`src/hdl/timer16_map.vh`:
```
`ifndef TIMER16_MAP_VH
`define TIMER16_MAP_VH
// register byte addresses
`define ADDR_COUNT_LO   8'h00
`define ADDR_COUNT_HI   8'h04
`define ADDR_CMPA_LO    8'h08
`define ADDR_CMPA_HI    8'h0C
`define ADDR_CMPB_LO    8'h10
`define ADDR_CMPB_HI    8'h14
`define ADDR_CAP_LO     8'h18
`define ADDR_CAP_HI     8'h1C
`define ADDR_CTRL_A     8'h20
`define ADDR_CTRL_B     8'h24
`define ADDR_FLAG       8'h28
`define ADDR_MASK       8'h2C
// field positions
`define CTRLA_FORCE_A   3
`define CTRLA_FORCE_B   2
`define CTRLB_EDGE      6
`define CTRLB_FILTER    7
`define CTRLB_SRC_CMP   5
`define CTRLB_WGM3      4
`define CTRLB_WGM2      3
`define FLAG_OVF        0
`define FLAG_CMPB       1
`define FLAG_CMPA       2
`define FLAG_CAP        3
// limits
`define VAL_BOTTOM      16'h0000
`define VAL_MAX         16'hFFFF
`define VAL_TOP8        16'h00FF
`define VAL_TOP9        16'h01FF
`define VAL_TOP10       16'h03FF
`define RST_BYTE        8'h00
`define FILTER_LEN      4
`endif

```
`src/hdl/timer16_byte_access_core.v`:
```
`timescale 1ns/10ps
`include "timer16_map.vh"
module timer16_byte_access_core (
	input  wire        pclk,
	input  wire        presetn,
	input  wire        psel,
	input  wire        penable,
	input  wire        pwrite,
	input  wire [7:0]  paddr,
	input  wire [31:0] pwdata,
	output reg  [31:0] prdata,
	output wire        pready,
	output wire        pslverr,
	input  wire        ext_count_pin,
	input  wire        capture_pin,
	input  wire        comparator_in,
	output reg         compare_out_a,
	output reg         compare_out_b,
	output reg  [3:0]  timer_irq,
	output wire        at_bottom,
	output wire        at_max,
	output wire        at_top
);
	// counter, compare and capture state
	reg  [15:0] timer_count;     // live counter
	reg  [15:0] compare_reg_a;   // active compare a
	reg  [15:0] compare_reg_b;   // active compare b
	reg  [15:0] cmp_buf_a;       // software side of compare a
	reg  [15:0] cmp_buf_b;       // software side of compare b
	reg  [15:0] capture_reg;     // captured timestamp or top
	reg  [7:0]  hi_latch;        // shared high-byte latch
	reg  [7:0]  snap_hi;         // upper byte sampled at setup
	reg  [7:0]  timer_ctrl_a;    // mode bits 1:0, force strobes
	reg  [7:0]  timer_ctrl_b;    // clock select, mode 3:2, capture setup
	reg  [3:0]  timer_flag_reg;  // sticky event flags
	reg  [3:0]  timer_mask_reg;  // per-flag enables
	reg  [9:0]  prescale;        // free running divider
	reg  [2:0]  ext_sync;        // pin sync pair plus history
	reg  [1:0]  cap_sync;        // capture pin sync pair
	reg  [1:0]  cmp_sync;        // comparator sync pair
	reg  [3:0]  cap_hist;        // filter shift register
	reg         cap_level;       // filtered capture level
	reg         cap_prev;        // previous filtered level
	reg  [15:0] top_value;       // current top
	reg         timer_tick;      // selected tick
	reg  [7:0]  rd_mux;          // read data before register
	reg         addr_ok;         // address decodes
	// decoded strobes and selections
	wire [3:0]  wgm;             // waveform mode
	wire        setup;           // apb setup cycle
	wire        wr_acc;          // write taking effect
	wire        rd_acc;          // read taking effect
	wire [7:0]  wbyte;           // write data byte
	wire        pwm_mode;        // compare buffering at top
	wire        cap_is_top;      // capture defines top
	wire        cmpa_is_top;     // compare a defines top
	wire        cap_src;         // selected capture source
	wire        cap_edge;        // capture trigger
	wire        at_top_tick;     // wrap on this tick
	wire        match_a;         // compare a hit on a tick
	wire        match_b;         // compare b hit on a tick
	wire [3:0]  flag_set;        // hardware events this cycle
	wire [3:0]  flag_clr;        // software clears this cycle

	// bus strobes; every write and read side effect lands in the access phase
	assign wgm     = {timer_ctrl_b[`CTRLB_WGM3], timer_ctrl_b[`CTRLB_WGM2], timer_ctrl_a[1:0]};
	assign setup   = psel & ~penable;
	assign wr_acc  = psel & penable & pwrite;
	assign rd_acc  = psel & penable & ~pwrite;
	assign wbyte   = pwdata[7:0];
	// one wait-free access cycle; unmapped addresses answer with an error
	assign pready  = penable;
	assign pslverr = psel & penable & ~addr_ok;

	// status levels straight from the counter, no register delay
	assign at_bottom = (timer_count == `VAL_BOTTOM);
	assign at_max    = (timer_count == `VAL_MAX);
	assign at_top    = (timer_count == top_value);

	// modes that take top from a register
	assign cap_is_top  = (wgm == 4'd8) | (wgm == 4'd10) | (wgm == 4'd12) | (wgm == 4'd14);
	assign cmpa_is_top = (wgm == 4'd4) | (wgm == 4'd9) | (wgm == 4'd11) | (wgm == 4'd15);
	// every mode but normal and the two clear-on-match modes is pwm
	assign pwm_mode    = ~((wgm == 4'd0) | (wgm == 4'd4) | (wgm == 4'd12));

	// top selection by mode
	// a register top follows the active copy, never the software buffer
	always @* begin
		case (wgm)
			4'd1, 4'd5:                 top_value = `VAL_TOP8;
			4'd2, 4'd6:                 top_value = `VAL_TOP9;
			4'd3, 4'd7:                 top_value = `VAL_TOP10;
			4'd4, 4'd9, 4'd11, 4'd15:   top_value = compare_reg_a;
			4'd8, 4'd10, 4'd12, 4'd14:  top_value = capture_reg;
			default:                    top_value = `VAL_MAX;
		endcase
	end

	// address decode; 'ok' only drives the slave error, writes decode paddr on their own
	// only the low byte of each word carries data, the rest reads zero
	always @* begin
		addr_ok = 1'b1;
		if (paddr == `ADDR_COUNT_LO) begin
			rd_mux = timer_count[7:0];
		end else if (paddr == `ADDR_COUNT_HI) begin
			rd_mux = hi_latch;
		end else if (paddr == `ADDR_CMPA_LO) begin
			rd_mux = cmp_buf_a[7:0];
		end else if (paddr == `ADDR_CMPA_HI) begin
			rd_mux = cmp_buf_a[15:8];
		end else if (paddr == `ADDR_CMPB_LO) begin
			rd_mux = cmp_buf_b[7:0];
		end else if (paddr == `ADDR_CMPB_HI) begin
			rd_mux = cmp_buf_b[15:8];
		end else if (paddr == `ADDR_CAP_LO) begin
			rd_mux = capture_reg[7:0];
		end else if (paddr == `ADDR_CAP_HI) begin
			rd_mux = hi_latch;
		end else if (paddr == `ADDR_CTRL_A) begin
			rd_mux = {4'h0, timer_ctrl_a[3:0] & 4'b0011}; // strobes read zero
		end else if (paddr == `ADDR_CTRL_B) begin
			rd_mux = timer_ctrl_b;
		end else if (paddr == `ADDR_FLAG) begin
			rd_mux = {4'h0, timer_flag_reg};
		end else if (paddr == `ADDR_MASK) begin
			rd_mux = {4'h0, timer_mask_reg};
		end else begin
			rd_mux  = `RST_BYTE;
			addr_ok = 1'b0;
		end
	end

	// read data is taken at setup so the access cycle answers at once; the
	// upper byte is snapped at the same edge so the latch copy is coherent
	always @(posedge pclk or negedge presetn) begin
		if (!presetn) begin
			prdata  <= 32'h0000_0000;
			snap_hi <= `RST_BYTE;
		end else if (setup) begin
			prdata  <= {24'h00_0000, rd_mux};
			snap_hi <= (paddr == `ADDR_CAP_LO) ? capture_reg[15:8] : timer_count[15:8];
		end
	end

	// shared high-byte latch
	// a write to any upper byte, or a low read of count or capture, moves it;
	// compare reads leave it alone so a pending wide write survives them
	always @(posedge pclk or negedge presetn) begin
		if (!presetn) begin
			hi_latch <= `RST_BYTE;
		end else if (wr_acc && ((paddr == `ADDR_COUNT_HI) || (paddr == `ADDR_CMPA_HI) ||
				(paddr == `ADDR_CMPB_HI) || (paddr == `ADDR_CAP_HI))) begin
			hi_latch <= wbyte;
		end else if (rd_acc && ((paddr == `ADDR_COUNT_LO) || (paddr == `ADDR_CAP_LO))) begin
			hi_latch <= snap_hi;
		end
	end

	// plain byte registers; force strobes live one cycle only
	// a write that sets a strobe comes last and so wins over the self clear
	always @(posedge pclk or negedge presetn) begin
		if (!presetn) begin
			timer_ctrl_a   <= `RST_BYTE;
			timer_ctrl_b   <= `RST_BYTE;
			timer_mask_reg <= 4'h0;
		end else begin
			timer_ctrl_a[`CTRLA_FORCE_A] <= 1'b0;
			timer_ctrl_a[`CTRLA_FORCE_B] <= 1'b0;
			if (wr_acc && paddr == `ADDR_CTRL_A) begin
				timer_ctrl_a <= {4'h0, wbyte[3:0]};
			end
			if (wr_acc && paddr == `ADDR_CTRL_B) begin
				timer_ctrl_b <= wbyte;
			end
			if (wr_acc && paddr == `ADDR_MASK) begin
				timer_mask_reg <= wbyte[3:0];
			end
		end
	end

	// prescaler runs regardless of clock select
	// limitation: the first prescaled tick after enable may come early
	always @(posedge pclk or negedge presetn) begin
		if (!presetn) begin
			prescale <= 10'h000;
		end else begin
			prescale <= prescale + 10'h001;
		end
	end

	// input synchronisers; first stage feeds only the second
	// the third count pin stage is edge history only
	always @(posedge pclk or negedge presetn) begin
		if (!presetn) begin
			ext_sync <= 3'b000;
			cap_sync <= 2'b00;
			cmp_sync <= 2'b00;
		end else begin
			ext_sync <= {ext_sync[1:0], ext_count_pin};
			cap_sync <= {cap_sync[0], capture_pin};
			cmp_sync <= {cmp_sync[0], comparator_in};
		end
	end

	// tick source and edge select; select 0 stops the counter
	// an external tick lags its pin edge by about three cycles
	always @* begin
		case (timer_ctrl_b[2:0])
			3'd1:    timer_tick = 1'b1;
			3'd2:    timer_tick = (prescale[2:0] == 3'h7);
			3'd3:    timer_tick = (prescale[5:0] == 6'h3F);
			3'd4:    timer_tick = (prescale[7:0] == 8'hFF);
			3'd5:    timer_tick = (prescale == 10'h3FF);
			3'd6:    timer_tick = ext_sync[2] & ~ext_sync[1];
			3'd7:    timer_tick = ~ext_sync[2] & ext_sync[1];
			default: timer_tick = 1'b0;
		endcase
	end

	// capture filter: level changes only after four equal samples,
	// which costs four cycles of latency when enabled
	assign cap_src = timer_ctrl_b[`CTRLB_SRC_CMP] ? cmp_sync[1] : cap_sync[1];
	always @(posedge pclk or negedge presetn) begin
		if (!presetn) begin
			cap_hist  <= 4'h0;
			cap_level <= 1'b0;
			cap_prev  <= 1'b0;
		end else begin
			cap_hist <= {cap_hist[2:0], cap_src};
			if (!timer_ctrl_b[`CTRLB_FILTER]) begin
				cap_level <= cap_src;
			end else if (cap_hist == 4'hF) begin
				cap_level <= 1'b1;
			end else if (cap_hist == 4'h0) begin
				cap_level <= 1'b0;
			end
			cap_prev <= cap_level;
		end
	end
	assign cap_edge = ~cap_is_top & (timer_ctrl_b[`CTRLB_EDGE] ? (cap_level & ~cap_prev) :
		(~cap_level & cap_prev));

	// top and compare events qualify on the tick so a stopped counter raises none of them
	assign at_top_tick = timer_tick & (timer_count == top_value);
	assign match_a     = timer_tick & (timer_count == compare_reg_a);
	assign match_b     = timer_tick & (timer_count == compare_reg_b);

	// counter: software write wins over wrap and count
	// the wrap happens on the tick that finds the counter at top
	always @(posedge pclk or negedge presetn) begin
		if (!presetn) begin
			timer_count <= `VAL_BOTTOM;
		end else if (wr_acc && paddr == `ADDR_COUNT_LO) begin
			timer_count <= {hi_latch, wbyte};
		end else if (at_top_tick) begin
			timer_count <= `VAL_BOTTOM;
		end else if (timer_tick) begin
			timer_count <= timer_count + 16'h0001;
		end
	end

	// compare buffers; pwm modes move them across only at top
	// outside pwm the active copy trails the buffer by one cycle
	always @(posedge pclk or negedge presetn) begin
		if (!presetn) begin
			cmp_buf_a     <= 16'h0000;
			cmp_buf_b     <= 16'h0000;
			compare_reg_a <= 16'h0000;
			compare_reg_b <= 16'h0000;
		end else begin
			if (wr_acc && paddr == `ADDR_CMPA_LO) begin
				cmp_buf_a <= {hi_latch, wbyte};
			end
			if (wr_acc && paddr == `ADDR_CMPB_LO) begin
				cmp_buf_b <= {hi_latch, wbyte};
			end
			if (!pwm_mode || at_top_tick) begin
				compare_reg_a <= cmp_buf_a;
				compare_reg_b <= cmp_buf_b;
			end
		end
	end

	// capture register: timestamp on edge, or top value by software
	// set the mode first: a top write in any other mode is dropped
	always @(posedge pclk or negedge presetn) begin
		if (!presetn) begin
			capture_reg <= 16'h0000;
		end else if (wr_acc && paddr == `ADDR_CAP_LO && cap_is_top) begin
			capture_reg <= {hi_latch, wbyte};
		end else if (cap_edge) begin
			capture_reg <= timer_count;
		end
	end

	// flags: a set in the clearing cycle survives
	// the mask only gates the request, never the flag itself
	assign flag_set[`FLAG_OVF]  = cap_is_top | cmpa_is_top ? at_top_tick :
		(timer_tick & (timer_count == `VAL_MAX) | at_top_tick);
	assign flag_set[`FLAG_CMPB] = match_b;
	assign flag_set[`FLAG_CMPA] = match_a;
	assign flag_set[`FLAG_CAP]  = cap_edge | (cap_is_top & at_top_tick);
	// a one written clears its flag; zeros leave flags alone
	assign flag_clr = (wr_acc && paddr == `ADDR_FLAG) ? wbyte[3:0] : 4'h0;
	always @(posedge pclk or negedge presetn) begin
		if (!presetn) begin
			timer_flag_reg <= 4'h0;
			timer_irq      <= 4'h0;
		end else begin
			timer_flag_reg <= (timer_flag_reg & ~flag_clr) | flag_set;
			timer_irq      <= timer_flag_reg & timer_mask_reg;
		end
	end

	// force strobes only act outside pwm, where a toggle is meaningful
	// waveform outputs: toggle on match outside pwm, set at bottom and
	// clear on match in pwm; in pwm, compare a holds low when it is top
	always @(posedge pclk or negedge presetn) begin
		if (!presetn) begin
			compare_out_a <= 1'b0;
			compare_out_b <= 1'b0;
		end else if (pwm_mode) begin
			if (cmpa_is_top) begin
				compare_out_a <= 1'b0;
			end else if (match_a) begin
				compare_out_a <= 1'b0;
			end else if (at_top_tick) begin
				compare_out_a <= 1'b1;
			end
			if (match_b) begin
				compare_out_b <= 1'b0;
			end else if (at_top_tick) begin
				compare_out_b <= 1'b1;
			end
		end else begin
			if (match_a || timer_ctrl_a[`CTRLA_FORCE_A]) begin
				compare_out_a <= ~compare_out_a;
			end
			if (match_b || timer_ctrl_a[`CTRLA_FORCE_B]) begin
				compare_out_b <= ~compare_out_b;
			end
		end
	end
endmodule // timer16_byte_access_core

```
`config.mk`:
```
export PLATFORM = sky130hd
export DESIGN_NAME = timer16_byte_access_core
export DESIGN_NICKNAME = d
export VERILOG_FILES = /design/src/hdl/timer16_byte_access_core.v
export VERILOG_INCLUDE_DIRS = /design/src /design/src/hdl
export SDC_FILE = /design/constraint.sdc
export NUM_CORES = 1
export LEC_CHECK = 0
export BUFFER_PORTS_ARGS = -buffer_cell sky130_fd_sc_hd__buf_2
export CAP_MARGIN = 20
export CORE_MARGIN = 2
export CORE_UTILIZATION = 45
export CTS_BUF_LIST = sky130_fd_sc_hd__clkbuf_8
export DETAILED_ROUTE_END_ITERATION = 6
export GPL_TIMING_DRIVEN = 0
export PLACE_DENSITY = 0.73
export REMOVE_ABC_BUFFERS = 1
export SLEW_MARGIN = 20
export SYNTH_ARGS = -nofsm -noshare
export SYNTH_HDL_FRONTEND = slang
export SYNTH_SLANG_ARGS = --single-unit
```
`constraint.sdc`:
```
create_clock -name pclk -period 2.55 [get_ports pclk]
set_input_delay 0.3825 -clock pclk [delete_from_list [all_inputs] [get_ports pclk]]
set_output_delay 0.3825 -clock pclk [all_outputs]
set_load 0.01 [all_outputs]
```
==> impl_metrics.yaml, run 1 <==
synthesis:
  ys_seq_area_share_pct: 45.0
  ys_ff_latch: 169
  synth-edff-count: 0
  postSynthCellCount: 913
  synthTopCellsByArea: "dfrtp_1, mux2_2, mux2_4"
  yosysWarnings: 0
  avgSynthCellArea_sq_um: 10.3
  async_flop_share_pct: 100
  synth_top_area_cell: "dfrtp_1"
  ys_types: 73
  synth_top_area_share_pct: 45.0
  syn_area_sq_um: 9400
  ys.flop_type: "dfrtp_1"
placement:
  pre_cts_ws_ns: -1.05
  portBuffers: 42
  place.gp.congestion: 0.937
  hpwl_mm: 18.2
finish:
  n_antenna_cell: 0
  nets: 1020
  final_common_cell: "dfrtp_1"
  final.fill_count: 1754
  final_util_pct: 53.7
  layout_common_cells: "dfrtp_1, nand2_1, mux2_2, nor2_1, buf_2"
  syn_to_final_growth_pct: 16.3
  layout-drive-gt1-share_pct: 28.4
sta:
  hold_viol: 0
  fmax_ghz: 0.333
  worst_pin_slew_ns: 0.849
  drv_slew: 0
  post-route-period-util_pct: 118
  fin_setup_tns_ns: -14.38
  setup_ws_ns: -0.449
  fin_skew_ns: 0.0148
  rsz0062_at_grt: "true"
  post-route-min-period_ns: 3.00
  setup_viol: 51
  slew_headroom_pct: 43.2
clocking:
  clkSlewWorstSetupHoldPaths_ns: 0.10
  clkSinkCount: 169
  numCtsBuffers: 17
  clockBufferDepth: 2
  h-tree-depth: 4
  cts_tree: "built"
  clock_latency_ns: 0.46
  clockRootBuffer: "clkbuf_8"
outcome:
  failed_checks: "negative setup slack"
  status: "finished, violations left"
floorplan:
  die_area_sq_um: 22100
  fp.dieW_microns: 149
  rows: 52
  fp.dieH_microns: 149
  ios: 91
  core_sq_um: 20400
  start_util_pct: 46.2
min_path:
  worstHoldPathType: "input port to flip-flop"
critical_path:
  cp-start-kind: "flip-flop"
  critical_path_buf_inv_count: 2
  path_class: "flip-flop to output port"
  cp_slowest_stage_delay_ns: 0.52
  path_max_fanout: 14
  cpLargestDelayFamily: "simple AND/OR/NAND/NOR gates"
  path_cells: "buf_12, or4b_1, o21ai_2, or3_4, nand2_1, nor4b_4, and3_1, buf_2"
  required_ns: 2.17
  cp_slowest_cell: "dfrtp_4"
  crit_path_end_kind: "output port"
  arrival_ns: 2.62
grt:
  grt_first_pass_wirelength_mm: 43.0
  overflow: 0
  grt_usage_pct: 25.6
  antenna_found_initial: 0
  grt_pass1_vias: 7342
  grt_max_degree: 93
flow_run:
  max_cap_violations: 0
pwr:
  clkPwrFrac_pct: 27.0
  p_switching_mw: 2.42
  peakVddDrop_v: 0.000387
  p_leak_nw: 4.76
  p_int_mw: 4.47
  totalPowerFinal_mw: 6.89
  p_per_area_nw_per_um2: 630
  seqPwrFrac_pct: 50.3
  comb_power_share_pct: 22.7
  swShare_pct: 35.1
detailed_routing:
  route.detailed.drc: 0
  antenna_left: 0
  viasPerCell: 6.14
  initialDrtViolationCount: 792
  drtPass1Iterations: 5
  routedWlPerCell_microns: 22.5
  routed_wl_mm: 28.1
  vias: 7685
-- cells by family after synthesis --
| family | count (synthesis) | share of synthesized area [%] |
|---|---|---|
| and+or+nand+nor | 272 | 15.3 |
| buffers and inverters | 107 | 5.79 |
| xor gates and xnor gates | 53 | 4.94 |
| adders and majority gates | 4 | 0.533 |
| AOI/OAI and AO/OA | 203 | 14.9 |
| DFF | 169 | 45.0 |
| muxes | 104 | 13.5 |
| other | 1 | 0.0399 |
-- power groups by stage --
stage	Sequential (mW)	Combinational, mW	Clock, mW
floorplan	3.29	0.830	0
global placement	3.53	1.11	0
detailed placement	3.54	1.15	0
CTS	3.41	1.42	1.89
global route	3.47	1.69	2.00
finish	3.46	1.56	1.86
-- Yosys cell counts, drive strengths merged (4+ instances only) --
cell,number
and2,10
o31a,9
xor2,38
nand3,20
and3,14
o31ai,17
nand2,83
a31oi,18
nor4b,4
or4b,6
nand2b,17
clkbuf,36
inv,20
a222oi,7
nor2,47
o21ai,45
a21oi,35
nand4,13
mux2i,24
o311ai,7
xnor2,15
nor2b,6
nor4,14
a21o,6
o21a,7
buf,51
nand3b,4
o221ai,7
a22oi,22
ha,4
mux2,78
dfrtp,169
nor3,16
or2,8
-- layer usage --
metal | part of all wire [%] | GRT usage (%) | up-vias
li1 | - | - | 3391
met1 | 41 | 35.5 | 3799
met2 | 46 | 39.5 | 407
met3 | 8.2 | 4.60 | 88
met4 | 4.2 | 11.3 | 0
met5 | 0 | 0 | -
-- worst min-delay path: stages --
cell,delay [ns]
buf_2,0.14
nand2_1,0.07
o31ai_1,0.06
-- through the flow --
stage               cells  hold WS [ns]  area (sq um)
floorplan             849        0.0869          9020
global placement     1161         0.331          9560
detailed placement   1167         0.335          9710
CTS                  1237         0.205         10600
global route         1251         0.229         10900
finish               1251         0.232         10900
-- layout make-up --
type                       count  area, sq um  share of cell area (%)
multi-input combinational    661         4970                    45.4
tap                          270          338                    3.09
inverter                      20         80.1                   0.733
sequential                   169         4250                    38.9
clock inverter                14          138                    1.26
clock buffer                  18          248                    2.27
timing repair buffer          99          907                    8.30
-- final timing paths --
check	start	to	slack (ns)	cells after the start
max in group asynchronous	presetn	timer_count[7]	1.18	3
min in group asynchronous	presetn	prescale[5]	0.47	2
worst min-delay path	pwdata[6]	timer_count[6]	0.23	3
worst min register to register	ext_sync[0]	ext_sync[1]	0.35	0
worst max-delay path	timer_ctrl_b[4]	at_top	-0.45	8
worst max register to register	timer_ctrl_b[4]	compare_reg_b[15]	-0.34	10
-- repair_timing --
| action | CTS | global route |
|---|---|---|
| gates resized for setup | 48 | 34 |
| buffers inserted | 31 | 14 |
| hold endpoints to repair | 80 | 0 |
| pin swaps | 7 | 17 |
| endpoints found under the setup margin | 69 | 84 |
| cloned | 4 | 1 |
| hold buffers | 4 | 0 |
Power figures use the tool's default switching activity.
==> run 2, diff against run 1 <==
--- a/config.mk
+++ b/config.mk
@@ -6,6 +6,7 @@
 export SDC_FILE = /design/constraint.sdc
 export NUM_CORES = 1
 export LEC_CHECK = 0
+export ABC_AREA = 1
 export BUFFER_PORTS_ARGS = -buffer_cell sky130_fd_sc_hd__buf_2
 export CAP_MARGIN = 20
 export CORE_MARGIN = 2
==> constraint.sdc (replaced) <==
create_clock -name pclk -period 2.6 [get_ports pclk]
set_input_delay 0.39 -clock pclk [delete_from_list [all_inputs] [get_ports pclk]]
set_output_delay 0.39 -clock pclk [all_outputs]
set_load 0.01 [all_outputs]
==> impl_metrics.yaml, run 2 <==
outcome:
  status: "finished, violations left"
  failed_checks: "negative setup slack"
sta:
  hold_viol: 0
  fin_setup_tns_ns: -0.533
  setup_viol: 4
  rsz0062_at_grt: "true"
  drv_slew: 0
  post-route-period-util_pct: 109
  fin_skew_ns: 0.0157
  post-route-min-period_ns: 2.82
  slew_headroom_pct: 35.1
  fmax_ghz: 0.354
  setup_ws_ns: -0.222
  worst_pin_slew_ns: 0.971
synthesis:
  synth_top_area_cell: "dfrtp_1"
  async_flop_share_pct: 100
  yosys.cell_count.top_type: "nand2_1"
  synthTopCellsByCount: "nand2_1, dfrtp_1, nand3_1, inv_1, o21ai_0"
  synth_top_area_share_pct: 46.2
  synthTopCellsByArea: "dfrtp_1, nand2_1, nand3_1"
  syn_area_sq_um: 9150
  ys_seq_area_share_pct: 46.2
  avgSynthCellArea_sq_um: 7.99
  ys_types: 44
  yosysWarnings: 0
  ys.flop_type: "dfrtp_1"
  postSynthCellCount: 1144
  ys_ff_latch: 169
  synth-edff-count: 0
pwr:
  totalPowerFinal_mw: 6.53
  p_leak_nw: 5.05
  clkPwrFrac_pct: 27.8
  comb_power_share_pct: 24.1
  swShare_pct: 36.0
  p_switching_mw: 2.35
  seqPwrFrac_pct: 48.1
  p_int_mw: 4.18
  p_per_area_nw_per_um2: 592
  peakVddDrop_v: 0.000350
detailed_routing:
  routed_wl_mm: 31.4
  initialDrtViolationCount: 1562
  viasPerCell: 5.98
  drtPass1Iterations: 6
  antenna_left: 0
  route.detailed.drc: 0
  vias: 9096
  routedWlPerCell_microns: 20.6
finish:
  regArea_sq_um: 4240
  final.fill_count: 1748
  layout_common_cells: "nand2_1, dfrtp_1, inv_1, nand3_1, o21ai_0"
  nets: 1290
  multi_input_area_sq_um: 4690
  n_antenna_cell: 0
  final_common_cell: "nand2_1"
  design_area_sq_um: 11000
  syn_to_final_growth_pct: 20.5
  layout-drive-gt1-share_pct: 21.6
  final_util_pct: 54.8
clocking:
  clkSinkCount: 169
  clockRootBuffer: "clkbuf_8"
  clkSlewWorstSetupHoldPaths_ns: 0.09
  clockBufferDepth: 2
  numCtsBuffers: 17
  h-tree-depth: 4
  cts_tree: "built"
  clock_latency_ns: 0.48
placement:
  place.gp.congestion: 0.977
  portBuffers: 42
  pre_cts_ws_ns: -1.39
  place_area_sq_um: 9390
  hpwl_mm: 19.7
critical_path:
  arrival_ns: 2.43
  path_cells: "clkinv_1, nand2_1, nand2_1, nor2_2, nand4_1, nor3_2, nand3_2, inv_2, buf_6"
  cp_slowest_cell: "dfrtp_1"
  r2r-start: "timer_count[3]"
  crit_path_end_kind: "output port"
  crit_end: "at_top"
  path_max_fanout: 8
  rr_endpoint: "compare_reg_b[9]"
  cp_slowest_stage_delay_ns: 0.54
  reg2reg_depth: 12
  path_class: "flip-flop to output port"
  cp-start-kind: "flip-flop"
  cp-startpoint: "timer_count[3]"
  crit_top_cell: "nand2_1"
  required_ns: 2.21
  rrSetupSlack_ns: -0.01
floorplan:
  start_util_pct: 45.5
  die_area_sq_um: 21500
  fp.dieH_microns: 147
  fp.dieW_microns: 147
  core_sq_um: 20100
  ios: 91
  rows: 52
min_path:
  worstHoldPathType: "input port to flip-flop"
grt:
  overflow: 0
  grt_usage_pct: 27.6
  antenna_found_initial: 0
  grt_max_degree: 97
  grt_first_pass_wirelength_mm: 45.5
  grt_pass1_vias: 8099
flow_run:
  max_cap_violations: 0
## run 2: cell types whose count changed after synthesis, moves of 21 or more
cell | previous run | this run
nand2_1 | 83 | 315
inv_1 | 18 | 103
nand3_1 | 20 | 105
mux2_2 | 49 | 0
o21ai_0 | 36 | 85
mux2_4 | 29 | 0
nand4_1 | 12 | 41
mux2i_1 | 24 | 0
a22oi_1 | 22 | 0
xor2_1 | 38 | 17
## run 2: how the worst min path moves through the flow
stage | start | end | slack (ns) | cells past startpoint
CTS | pwdata[1] | timer_count[1] | 0.15 | 3
global placement | ext_sync[0] | ext_sync[1] | 0.33 | 0
global route | pwdata[1] | timer_count[1] | 0.18 | 3
detailed placement | ext_sync[0] | ext_sync[1] | 0.33 | 0
floorplan | presetn | cap_hist[0] | 0.09 | 0
finish | pwdata[1] | timer_count[1] | 0.16 | 3
## run 2: repair_timing
item	4_1_cts	5_1_grt
pin swaps	15	36
endpoints found under the setup margin	71	83
buffers inserted	28	37
hold buffers	4	0
endpoints found under the hold margin	76	0
gates resized for setup	53	70
cloned	3	5
## run 2: kinds of logic after synthesis
family / after synthesis / share of synthesized area, %
buf+inv: 182 / 9.29
other cells: 1 / 0.0410
simple gates: 554 / 27.2
flops: 169 / 46.2
fa+ha+maj: 4 / 0.547
compound gates: 195 / 13.0
xor+xnor: 39 / 3.74
## run 2: layer usage
metal	vias to the layer above	global-route usage, %	share of wire, %
li1	3970	-	-
met1	4308	37.9	38
met2	653	41.0	44
met3	165	6.38	11
met4	0	13.8	6.0
met5	-	0	0
## run 2: worst max-delay path: cells and delay by family, from the launching register on
| family | cells | cell delay, ns |
|---|---|---|
| buffers and inverters | 3 | 0.57 |
| and+or+nand+nor | 6 | 0.85 |
| DFF | 1 | 0.54 |
## run 2: power by group through the flow
| stage | registers [mW] | clock network (mW) | logic (mW) |
|---|---|---|---|
| CTS | 3.11 | 1.82 | 1.35 |
| detailed placement | 3.16 | 0 | 1.19 |
| finish | 3.14 | 1.82 | 1.57 |
| global route | 3.16 | 1.92 | 1.69 |
| global placement | 3.15 | 0 | 1.18 |
| floorplan | 3.08 | 0 | 0.800 |
## run 2: metrics by stage
step	hold slack (ns)	instances
finish	0.163	1520
global route	0.178	1520
CTS	0.149	1477
detailed placement	0.335	1411
global placement	0.332	1410
floorplan	0.0944	1098
## run 2: area by class of cell
class	instances	share of cell area (%)
Timing Repair Buffer	113	8.42
Multi-Input combinational cell	824	42.6
Clock buffer	18	2.25
Sequential cell	169	38.5
Clock inverter	13	1.08
Tap cell	270	3.07
Inverter	113	4.13
==> run 3, diff against run 2 <==
--- a/config.mk
+++ b/config.mk
@@ -16,6 +16,7 @@
 export GPL_TIMING_DRIVEN = 0
 export PLACE_DENSITY = 0.73
 export REMOVE_ABC_BUFFERS = 1
+export SKIP_CTS_REPAIR_TIMING = 1
 export SLEW_MARGIN = 20
 export SYNTH_ARGS = -nofsm -noshare
 export SYNTH_HDL_FRONTEND = slang
==> impl_metrics.yaml, run 3 (synthesis results as in run 2) <==
outcome:
  status: "finished, violations left"
  failed_checks: "design-rule violations, negative setup slack"
grt:
  use_met2_pct: 38.6
  busiest_layer: "met2"
  grt_first_pass_wirelength_mm: 43.2
  antenna_found_initial: 0
  grt_pass1_vias: 7751
  grt_usage_pct: 26.1
  overflow: 0
  grt_max_degree: 97
  grtUsageMet1_pct: 36.3
  grt.met3_usage_pct: 7.03
critical_path:
  cpLargestDelayFamily: "simple AND/OR/NAND/NOR gates"
  rr_endpoint: "compare_reg_a[1]"
  path_max_fanout: 5
  path_class: "flip-flop to output port"
  crit_path_end_kind: "output port"
  cp-start-kind: "flip-flop"
  r2r-start: "timer_ctrl_b[4]"
  critical_path_buf_inv_count: 1
  required_ns: 2.21
  cp_slowest_cell: "dfrtp_2"
  cp_slowest_stage_delay_ns: 0.44
  path_cells: "ha_4, nand3_4, nor3_4, nand2_2, nor2_4, nand3_4, nor2_4, nand3_2, nor4_4, buf_2"
  arrival_ns: 2.65
  rrSetupSlack_ns: 0.07
  reg2reg_depth: 15
floorplan:
  rows: 52
  core_sq_um: 20100
  die_area_sq_um: 21500
  fp.dieH_microns: 147
  ios: 91
  start_util_pct: 45.5
  fp.dieW_microns: 147
clocking:
  numCtsBuffers: 17
  cts_tree: "built"
  clkSinkCount: 169
  clkSlewWorstSetupHoldPaths_ns: 0.09
  clockBufferDepth: 2
  h-tree-depth: 4
  clockRootBuffer: "clkbuf_8"
  clock_latency_ns: 0.48
pwr:
  p_switching_mw: 2.24
  clkPwrFrac_pct: 28.3
  p_per_area_nw_per_um2: 601
  seqPwrFrac_pct: 49.4
  swShare_pct: 35.2
  peakVddDrop_v: 0.000350
  p_int_mw: 4.12
  comb_power_share_pct: 22.3
  p_leak_nw: 4.91
min_path:
  holdPathStages: 1
  worstHoldPathType: "input port to flip-flop"
  holdPathEnd: "ext_sync[0]"
  worstHoldStart: "ext_count_pin"
sta:
  rsz0062_at_grt: "true"
  drv_slew: 0
  setup_viol: 3
  setup_ws_ns: -0.444
  worst_pin_slew_ns: 0.963
  fin_skew_ns: 0.0147
  post-route-period-util_pct: 117
  post-route-min-period_ns: 3.04
  slew_headroom_pct: 35.6
  fmax_ghz: 0.329
  hold_viol: 0
detailed_routing:
  routed_wl_mm: 29.5
  route.detailed.drc: 4
  initialDrtViolationCount: 1321
  vias: 8775
  drtPass1Iterations: 7
  viasPerCell: 5.85
  routedWlPerCell_microns: 19.7
  antenna_left: 0
flow_run:
  max_cap_violations: 0
finish:
  final_common_cell: "nand2_1"
  final_cell_count_no_fill: 1499
  syn_to_final_growth_pct: 15.9
  final_util_pct: 52.7
  layout-drive-gt1-share_pct: 17.3
  nets: 1269
  n_antenna_cell: 0
  layout_common_cells: "nand2_1, dfrtp_1, nand3_1, inv_1, o21ai_0"
placement:
  placedCellCount: 1411
  portBuffers: 42
  place.gp.congestion: 0.977
  pre_cts_ws_ns: -1.39
  hpwl_mm: 19.7
run 3: changes by cell type in the layout (fill, tap and decap cells not counted), moves of 4 or more:
cell / delta
buf_4: -12
buf_6: -4
inv_1: +5
nand2_1: +15
nand2_2: -11
nand2_8: -5
nand3_1: +10
nand3_2: -10
run 3: layer usage:
metal | vias to the layer above | wire length, microns
li1 | 3914 | -
met1 | 4125 | 11700
met2 | 607 | 13100
met3 | 129 | 3110
met4 | 0 | 1510
met5 | - | 0
run 3: worst max path at each step:
stage                    start  depth (start not counted)               to  slack [ns]
4_1_cts        timer_ctrl_b[4]                         11    compare_out_b       -1.40
3_5_place_dp   timer_ctrl_b[4]                         11    compare_out_b       -1.39
5_1_grt         timer_count[1]                         10           at_max       -0.51
2_1_floorplan  timer_ctrl_b[4]                         13    compare_out_b       -0.14
6_report        timer_count[1]                         10           at_max       -0.44
3_3_place_gp           presetn                          1  timer_count[13]       -1.52
run 3: layout make-up:
| type | instances | area, sq um |
|---|---|---|
| Inverter | 113 | 449 |
| Multi-Input combinational cell | 819 | 4430 |
| Timing Repair inverter | 1 | 5.00 |
| Fill cell | 1821 | 9510 |
| Clock buffer | 18 | 248 |
| Timing Repair Buffer | 96 | 771 |
| Sequential cell | 169 | 4240 |
| Tap cell | 270 | 338 |
| Clock inverter | 13 | 119 |
run 3: power groups by stage:
| stage | logic [mW] | registers, mW | clock network, mW |
|---|---|---|---|
| CTS | 1.20 | 3.11 | 1.82 |
| global placement | 1.18 | 3.15 | 0 |
| finish | 1.42 | 3.15 | 1.80 |
| floorplan | 0.800 | 3.08 | 0 |
| global route | 1.53 | 3.17 | 1.92 |
| detailed placement | 1.19 | 3.16 | 0 |
run 3: per-stage QoR:
stage | total power [mW] | hold slack, ns | cell area, sq um | setup TNS, ns
2_1_floorplan | 3.89 | 0.0944 | 8810 | -0.202
3_3_place_gp | 4.33 | 0.332 | 9350 | -328.04
3_5_place_dp | 4.35 | 0.335 | 9390 | -77.48
4_1_cts | 6.13 | -0.129 | 9760 | -56.52
5_1_grt | 6.62 | 0.00134 | 10600 | -1.09
6_report | 6.37 | 0.0168 | 10600 | -0.743
